### src/hdl/rst_clk_defines.vh
// constants for the reset and clock-source control block
`ifndef RST_CLK_DEFINES_VH
`define RST_CLK_DEFINES_VH
`define RESET_HOLD_NS      3000000
`define CLK_PERIOD_NS      8
`define RESET_HOLD_CYCLES  ((`RESET_HOLD_NS + `CLK_PERIOD_NS - 1) / `CLK_PERIOD_NS)
`define MIN_REF_HZ         44000
`define ST_RESET           2'h0
`define ST_STRETCH         2'h1
`define ST_SAMPLE          2'h2
`define ST_RUN             2'h3
`define SEL_BIT_CLOCK      1'h1
`define SEL_CRYSTAL        1'h0
`define I2C_SLAVE          1'h1
`define I2C_MASTER         1'h0
`endif

### src/hdl/reset_and_clock_source_control.v
// reset stretching, strap capture and pll reference selection
`timescale 1ns/1ps
`include "rst_clk_defines.vh"

module reset_and_clock_source_control #(
  parameter RESET_HOLD_CYCLES = `RESET_HOLD_CYCLES
) (
  input  wire REF_CLK,                // processor clock, 125 MHz
  input  wire RST,                    // synchronous reset, active high
  input  wire EXTERNAL_RESET_N,       // external reset pin, active low
  input  wire WATCHDOG_EVENT,         // watchdog event, same clock
  input  wire REF_STRAP_IN,           // clock reference strap level
  input  wire I2C_ROLE_STRAP_IN,      // i2c role strap level
  input  wire REF_SELECT_WRITE,       // strobe to change reference
  input  wire REF_SELECT_DATA,        // new reference, 1 = bit clock
  input  wire OSC_PRESENT,            // crystal oscillator fitted
  input  wire SERIAL_PORT_MASTER,     // serial audio port is master
  output reg  INTERNAL_RESET,         // whole-device reset, active high
  output reg  WATCHDOG_RESET_ACTIVE,  // reset caused by watchdog
  output reg  STRAP_OUT_EN,           // strap pins driven (low until straps sampled)
  output reg  STRAP_PULL_EN,          // strap internal pulls enabled
  output reg  REF_SELECT,             // pll reference, 1 = bit clock
  output reg  I2C_ROLE_SLAVE,         // 1 = i2c slave, 0 = master
  output reg  CODEC_CLK_FROM_PLL,     // codec clocked from pll
  output reg  SERIAL_CLK_FROM_PLL,    // serial port clock from pll
  output reg  STRAPS_VALID            // straps captured
);

  ////////////////////////////////////////////////////////////////////
  // pin synchronisers: three stages, change accepted when 2 and 3 agree
  reg  [2:0] ext_sync;
  reg  [2:0] ref_sync;
  reg  [2:0] role_sync;
  reg        ext_n;
  reg        ref_lvl;
  reg        role_lvl;

  always @(posedge REF_CLK) begin
    if (RST) begin
      ext_sync  <= 3'h0;
      ref_sync  <= 3'h7;
      role_sync <= 3'h7;
      ext_n     <= 1'h0;
      ref_lvl   <= 1'h1;
      role_lvl  <= 1'h1;
    end else begin
      ext_sync  <= {ext_sync[1:0], EXTERNAL_RESET_N};
      ref_sync  <= {ref_sync[1:0], REF_STRAP_IN};
      role_sync <= {role_sync[1:0], I2C_ROLE_STRAP_IN};
      if (ext_sync[1] == ext_sync[2])
        ext_n <= ext_sync[2];
      if (ref_sync[1] == ref_sync[2])
        ref_lvl <= ref_sync[2];
      if (role_sync[1] == role_sync[2])
        role_lvl <= role_sync[2];
    end
  end

  ////////////////////////////////////////////////////////////////////
  // reset sequencer
  // both sources land in this one state machine, so the device has a
  // single reset domain and release happens on one REF_CLK edge
  reg [1:0]  state;
  reg [21:0] hold_count;
  reg        power_up;
  reg        next_internal_reset;

  always @(posedge REF_CLK) begin
    if (RST) begin
      state      <= `ST_RESET;
      hold_count <= 22'h0;
      power_up   <= 1'h1;
    end else if (!ext_n) begin
      state      <= `ST_RESET;
      hold_count <= 22'h0;
      power_up   <= 1'h1;
    end else if (WATCHDOG_EVENT && state == `ST_RUN) begin
      state      <= `ST_STRETCH;
      hold_count <= 22'h0;
      power_up   <= 1'h0;
    end else begin
      case (state)
        `ST_RESET: begin
          state      <= `ST_STRETCH;
          hold_count <= 22'h0;
        end
        `ST_STRETCH: begin
          // counted from pin release or watchdog event; stretch >= RESET_HOLD_CYCLES cycles, 3 ms by default
          if ({10'h0, hold_count} >= RESET_HOLD_CYCLES - 1)
            state <= power_up ? `ST_SAMPLE : `ST_RUN;
          else
            hold_count <= hold_count + 22'h1;
        end
        `ST_SAMPLE: begin
          state    <= `ST_RUN;
          power_up <= 1'h0;
        end
        `ST_RUN:  state <= `ST_RUN;
        default:  state <= `ST_RESET;
      endcase
    end
  end

  always @* begin
    next_internal_reset = (state != `ST_RUN);
  end

  ////////////////////////////////////////////////////////////////////
  // strap capture
  // the captured levels are kept apart from the live pin levels: once
  // the device drives the strap pins again they no longer show the
  // board straps, so a later watchdog reset must not look at the pins
  // and restores from these copies instead
  reg        strap_ref;
  reg        strap_role;

  always @(posedge REF_CLK) begin
    if (RST) begin
      strap_ref  <= `SEL_BIT_CLOCK;
      strap_role <= `I2C_SLAVE;
    end else if (state == `ST_SAMPLE) begin
      strap_ref  <= ref_lvl ? `SEL_BIT_CLOCK : `SEL_CRYSTAL;
      strap_role <= role_lvl ? `I2C_SLAVE : `I2C_MASTER;
    end
  end

  ////////////////////////////////////////////////////////////////////
  // next values of the outputs
  reg        next_ref_select;
  reg        next_role_slave;
  reg        next_straps_valid;
  reg        next_watchdog_active;
  reg        next_strap_out_en;
  reg        next_strap_pull_en;
  reg        next_codec_clk;
  reg        next_serial_clk;

  always @* begin
    next_ref_select   = REF_SELECT;
    next_role_slave   = I2C_ROLE_SLAVE;
    next_straps_valid = STRAPS_VALID;
    if (state == `ST_SAMPLE) begin
      next_ref_select   = ref_lvl ? `SEL_BIT_CLOCK : `SEL_CRYSTAL;
      next_role_slave   = role_lvl ? `I2C_SLAVE : `I2C_MASTER;
      next_straps_valid = 1'h1;
    end else if (power_up) begin
      next_straps_valid = 1'h0;
    end else if (state == `ST_RUN && REF_SELECT_WRITE) begin
      next_ref_select   = REF_SELECT_DATA;
    end else if (next_internal_reset) begin
      // watchdog reset returns the software choice to the strap value
      next_ref_select   = strap_ref;
      next_role_slave   = strap_role;
    end
  end

  always @* begin
    next_watchdog_active = next_internal_reset && !power_up;
    // straps stay high-z with pulls on until they are sampled
    next_strap_out_en    = !power_up;
    next_strap_pull_en   = power_up;
    // the pll always clocks the processor; codec only without crystal
    next_codec_clk       = !OSC_PRESENT;
    next_serial_clk      = SERIAL_PORT_MASTER;
  end

  ////////////////////////////////////////////////////////////////////
  // outputs, all registered
  always @(posedge REF_CLK) begin
    if (RST) begin
      INTERNAL_RESET        <= 1'h1;
      WATCHDOG_RESET_ACTIVE <= 1'h0;
      STRAP_OUT_EN          <= 1'h0;
      STRAP_PULL_EN         <= 1'h1;
      REF_SELECT            <= `SEL_BIT_CLOCK;
      I2C_ROLE_SLAVE        <= `I2C_SLAVE;
      CODEC_CLK_FROM_PLL    <= 1'h0;
      SERIAL_CLK_FROM_PLL   <= 1'h0;
      STRAPS_VALID          <= 1'h0;
    end else begin
      INTERNAL_RESET        <= next_internal_reset;
      WATCHDOG_RESET_ACTIVE <= next_watchdog_active;
      STRAP_OUT_EN          <= next_strap_out_en;
      STRAP_PULL_EN         <= next_strap_pull_en;
      REF_SELECT            <= next_ref_select;
      I2C_ROLE_SLAVE        <= next_role_slave;
      CODEC_CLK_FROM_PLL    <= next_codec_clk;
      SERIAL_CLK_FROM_PLL   <= next_serial_clk;
      STRAPS_VALID          <= next_straps_valid;
    end
  end

  // REF_SELECT picks the pll reference; the mux itself is analog
  // limitation: pll floor of `MIN_REF_HZ is not checked here
  // a reference below that floor goes unnoticed, so the board must keep
  // the bit clock running before the strap is sampled
  // the stretch counter is sized for the 125 MHz default; a much
  // longer hold count needs a wider counter

endmodule

### config.mk
export PLATFORM = sky130hd
export DESIGN_NAME = reset_and_clock_source_control
export DESIGN_NICKNAME = d
export VERILOG_FILES = /design/src/hdl/reset_and_clock_source_control.v
export VERILOG_INCLUDE_DIRS = /design/src /design/src/hdl
export SDC_FILE = /design/constraint.sdc
export NUM_CORES = 1
export LEC_CHECK = 0
export BUFFER_PORTS_ARGS = -buffer_cell sky130_fd_sc_hd__buf_2
export CAP_MARGIN = 20
export CORE_MARGIN = 3
export CORE_UTILIZATION = 58
export DETAILED_ROUTE_END_ITERATION = 12
export GPL_ROUTABILITY_DRIVEN = 1
export GPL_TIMING_DRIVEN = 0
export PLACE_DENSITY = 0.78
export SLEW_MARGIN = 25
export SYNTH_ARGS = -nofsm -noshare
export SYNTH_HDL_FRONTEND = slang
export SYNTH_SLANG_ARGS = --single-unit
export TNS_END_PERCENT = 50
### constraint.sdc
create_clock -name REF_CLK -period 2.26 [get_ports REF_CLK]
set_input_delay 0.113 -clock REF_CLK [delete_from_list [all_inputs] [get_ports REF_CLK]]
set_output_delay 0.113 -clock REF_CLK [all_outputs]
set_load 0.05 [all_outputs]
==> results.txt <==
The element type at the critical path start is a register. The die width is 66.67 um. For this run, the detailed router's first-pass iteration total came to 4.

The largest net degree at the start of global routing is 17. The number of max-cap violations came out at 0. The initial antenna violation count came out at 0.

In this run the critical register-to-register path is launched from hold_count[18]. The routability congestion estimate is 0.9126. The area fraction in compound gates after synthesis came out at 0.1864. Prior to clock tree synthesis, the placed netlist has a worst setup slack of -0.08555 ns.

VDD sags by at most 0.6278 mV. The total of buffers placed on input and output ports came out at 18. The tree built by TritonCTS fans out to 48 sinks. The largest driver fanout on the critical path came out at 8. The cell depth of the worst flop-to-flop path came out at 5. The mean instance size in the synthesized netlist came out at 8.437 um^2. For this configuration, the core starts out at a cell density of 0.6201.

The clock buffer count from CTS came out at 5. The placeable core area came out at 3442 um^2. After detailed routing, the number of remaining DRC violations is 0. The final-layout fill cell count came out at 272. The HPWL after detailed placement is 3272 um.

The distinct cell type count after synthesis came out at 41. Total power for the finished layout comes to 0.001634 W. By area, the combinational part of the netlist is dominated by simple AND/OR/NAND/NOR gates. The post-synthesis async set-or-reset flop share came out at 0. The number of global-route vias before repair is 1730. The max-slew violation count is 0. Of the cells placed in the final design, the portion with a size suffix greater than 1 is 0.1725. The number of nets in the final layout is 294. STA classifies the critical path endpoint as a register.

The tightest min-delay check is of the in -> reg type. The number of buffers on the longest clock path is 2. The final hold violation count is 0. The flop and latch count out of synthesis came out at 48. The final cycle utilization of the critical path came out at 0.9800. The worst max-slew margin expressed relative to the limit is 0.5996. The count of endpoints failing setup in the final report is 0. The wire length of the first global-routing pass is 8190 um.

The critical path in this run is classified as reg -> reg. The number of vias after detailed routing is 1964. TritonCTS built the clock tree. Relative to the synthesized area, the layout overhead comes to 16.71%. The count of flip-flops with a built-in enable after synthesis is 0. Once layout is complete, the utilization of the core stands at 0.7237.

The post-synthesis instance total came out at 253. The share of the Yosys chip area taken by registers is 0.4502. The number of cells after detailed placement came out at 317. In the synthesized netlist the dominant register cell turns out to be sky130_fd_sc_hd__dfxtp_1. The most critical setup path has its endpoint at hold_count[13].

The maximum level of the CTS H-tree came out at 2. Of the total synthesized cell area, the portion taken by XOR and XNOR cells is 0. The minimum clock period after layout is 2.215 ns. The routed wirelength normalized by instance count is 15.02 um. The leakage power summed over all cells came out at 0.8566 nW. The iteration-0 DRC count of the detailed router came out at 212. The highest clock frequency the design can meet is 451.5 MHz. The global-route total usage across every layer came out at 0.2428. Setup repair after global routing could not meet its margin everywhere. The number of nets with antenna violations after routing is 0. The setup check on the worst reg-to-reg path leaves a slack of 0.05 ns. The flow ran to the end, and the final reports show no timing, DRC or antenna violations. The area of the mapped netlist is 2135 um^2. The total congestion overflow came out at 0. The adder-cell share of the synthesized area is 0.005862.

For the final database, setup skew stands at 0.007148 ns. The number of nets in the synthesized netlist is 264. The post-detailed-routing wire length came out at 4956 um. Once layout is complete, the cells apart from fillers number 330.

After clock tree synthesis, the clock-pin slew on the worst setup and hold paths is 0.09 ns. CTS placed an instance of sky130_fd_sc_hd__clkbuf_8 at the clock tree root. The area of the die came out at 4444 um^2. The terminus of the critical flop-to-flop path is hold_count[13].

The launching element of the worst setup path is hold_count[18]. The count of inserted antenna diode cells came out at 0. The sum of negative setup slack came out at 0 ns. The routed via count divided by cell count came out at 5.952.

Of the post-synthesis cell area, the part taken by muxes is 0.02345. The die span in y came out at 66.67 um. The power density over the cells came out at 655.8 nW/um^2. The initialized floorplan defines 21 standard-cell rows. The slew at the pin closest to its max-slew limit came out at 0.5855 ns. The simple logic cell fraction of the synthesized area is 0.2989. The count of synthesis-stage warnings from yosys is 0. The data arrival time of the critical path is 2.45 ns. The count of boundary I/O pins came out at 19.

The post-route worst setup slack is 0.04520 ns. At the worst endpoint, the required time is 2.50 ns. The insertion delay of the later-clocked pin in the worst-skew pair is 0.31 ns.
report_power, final:
part	internal (W)	total, W	switching [W]	leakage [nW]
registers	0.000853	0.000856	0.00000278	0.389
clock network	0.000445	0.000741	0.000296	0.0687
logic	0.0000172	0.0000364	0.0000192	0.399
total	0.00132	0.00163	0.000318	0.857
kinds of logic after synthesis:
logic type	after synthesis
AOI/OAI and AO/OA	58
adders and majority gates	1
buffers and inverters	20
DFF	48
muxes	5
and+or+nand+nor	121
worst min path at each step:
stage                        from                   to  cells after the start
2_1_floorplan         OSC_PRESENT   CODEC_CLK_FROM_PLL                      1
3_3_place_gp          OSC_PRESENT   CODEC_CLK_FROM_PLL                      2
3_5_place_dp          OSC_PRESENT   CODEC_CLK_FROM_PLL                      2
4_1_cts          EXTERNAL_RESET_N          ext_sync[0]                      2
5_1_grt          EXTERNAL_RESET_N          ext_sync[0]                      2
6_report       SERIAL_PORT_MASTER  SERIAL_CLK_FROM_PLL                      2
worst max-delay path, cell delays in order, from the launching register on:
cell and delay [ns]:
sky130_fd_sc_hd__dfxtp_1 0.35, sky130_fd_sc_hd__a2111o_1 0.47, sky130_fd_sc_hd__a21o_4 0.24, sky130_fd_sc_hd__or4_4 0.53, sky130_fd_sc_hd__or4_1 0.40, sky130_fd_sc_hd__a31oi_1 0.16
per-layer routing:
layer / vias to the layer above / global-route usage / part of all wire
li1: 983 / - / -
met1: 899 / 0.3288 / 0.47
met2: 70 / 0.3800 / 0.44
met3: 12 / 0.05734 / 0.065
met4: 0 / 0.07614 / 0.017
met5: - / 0 / 0
per-stage QoR:
step	instance area [um^2]	hold slack [ns]
after floorplan	2135	0.1797
after global placement	2282	0.2659
after detailed placement	2282	0.2723
after CTS	2461	0.01090
after global routing	2491	0.006281
final	2491	0.02500
state kept, by name (all words and copies together), names as in the netlist, 2 cells and up:
| signal | cells |
|---|---|
| ref_sync | 3 |
| state | 2 |
| ext_sync | 3 |
| role_sync | 3 |
| hold_count | 22 |
synth_stat cells, types with 2 or more instances:
library cell	instances	area share
sky130_fd_sc_hd__dfxtp_1	48	0.45
sky130_fd_sc_hd__nand2_1	28	0.049
sky130_fd_sc_hd__nor2_1	19	0.033
sky130_fd_sc_hd__nand3_1	16	0.038
sky130_fd_sc_hd__a31oi_1	15	0.044
sky130_fd_sc_hd__clkbuf_1	15	0.026
sky130_fd_sc_hd__or2_2	10	0.029
sky130_fd_sc_hd__a21oi_1	9	0.021
sky130_fd_sc_hd__o21ai_0	9	0.021
sky130_fd_sc_hd__nand4_1	6	0.018
sky130_fd_sc_hd__nor2b_1	6	0.018
sky130_fd_sc_hd__inv_1	5	0.0088
sky130_fd_sc_hd__mux2i_1	5	0.023
sky130_fd_sc_hd__nand2b_1	5	0.015
sky130_fd_sc_hd__nor3_1	5	0.012
sky130_fd_sc_hd__or3_1	5	0.015
sky130_fd_sc_hd__and2_1	4	0.012
sky130_fd_sc_hd__nor3b_1	4	0.014
sky130_fd_sc_hd__a21o_1	3	0.011
sky130_fd_sc_hd__nor4_1	3	0.0088
sky130_fd_sc_hd__o211ai_1	3	0.011
sky130_fd_sc_hd__o311ai_0	3	0.012
sky130_fd_sc_hd__or4_1	3	0.011
sky130_fd_sc_hd__a2111oi_0	2	0.0082
sky130_fd_sc_hd__a211oi_1	2	0.0070
sky130_fd_sc_hd__a31o_2	2	0.0082
sky130_fd_sc_hd__and3_1	2	0.0059
sky130_fd_sc_hd__o21bai_1	2	0.0070
sky130_fd_sc_hd__or4b_2	2	0.0094
layout by cell type (no fill, tap or decap), types with 6 or more instances in the layout:
cell / count
sky130_fd_sc_hd__a21oi_1: 8
sky130_fd_sc_hd__a31oi_1: 15
sky130_fd_sc_hd__buf_2: 18
sky130_fd_sc_hd__clkbuf_1: 14
sky130_fd_sc_hd__dfxtp_1: 48
sky130_fd_sc_hd__nand2_1: 28
sky130_fd_sc_hd__nand3_1: 16
sky130_fd_sc_hd__nand4_1: 6
sky130_fd_sc_hd__nor2_1: 19
sky130_fd_sc_hd__nor2b_1: 6
sky130_fd_sc_hd__o21ai_0: 9
sky130_fd_sc_hd__or2_2: 10
cell type report:
cell class | count | area (um^2) | share of cell area
multi-input cells | 185 | 1124 | 0.4510
flip-flops and latches | 48 | 960.9 | 0.3857
clock buffers | 5 | 68.82 | 0.02762
inverters | 5 | 18.77 | 0.007534
repair buffers | 23 | 135.1 | 0.05424
plain buffers | 15 | 57.56 | 0.02310
clock inverters | 3 | 68.82 | 0.02762
well taps | 46 | 57.56 | 0.02310
timing repair:
action                                  CTS  global route
buffers inserted                          0             2
hold buffers                              3             0
resized for setup                         3             3
endpoints found under the hold margin     3             0
pin swaps                                 0             2
cloned                                    0             0
endpoints found under the setup margin    8            16
Note: power is estimated with default switching activity, not from simulation.
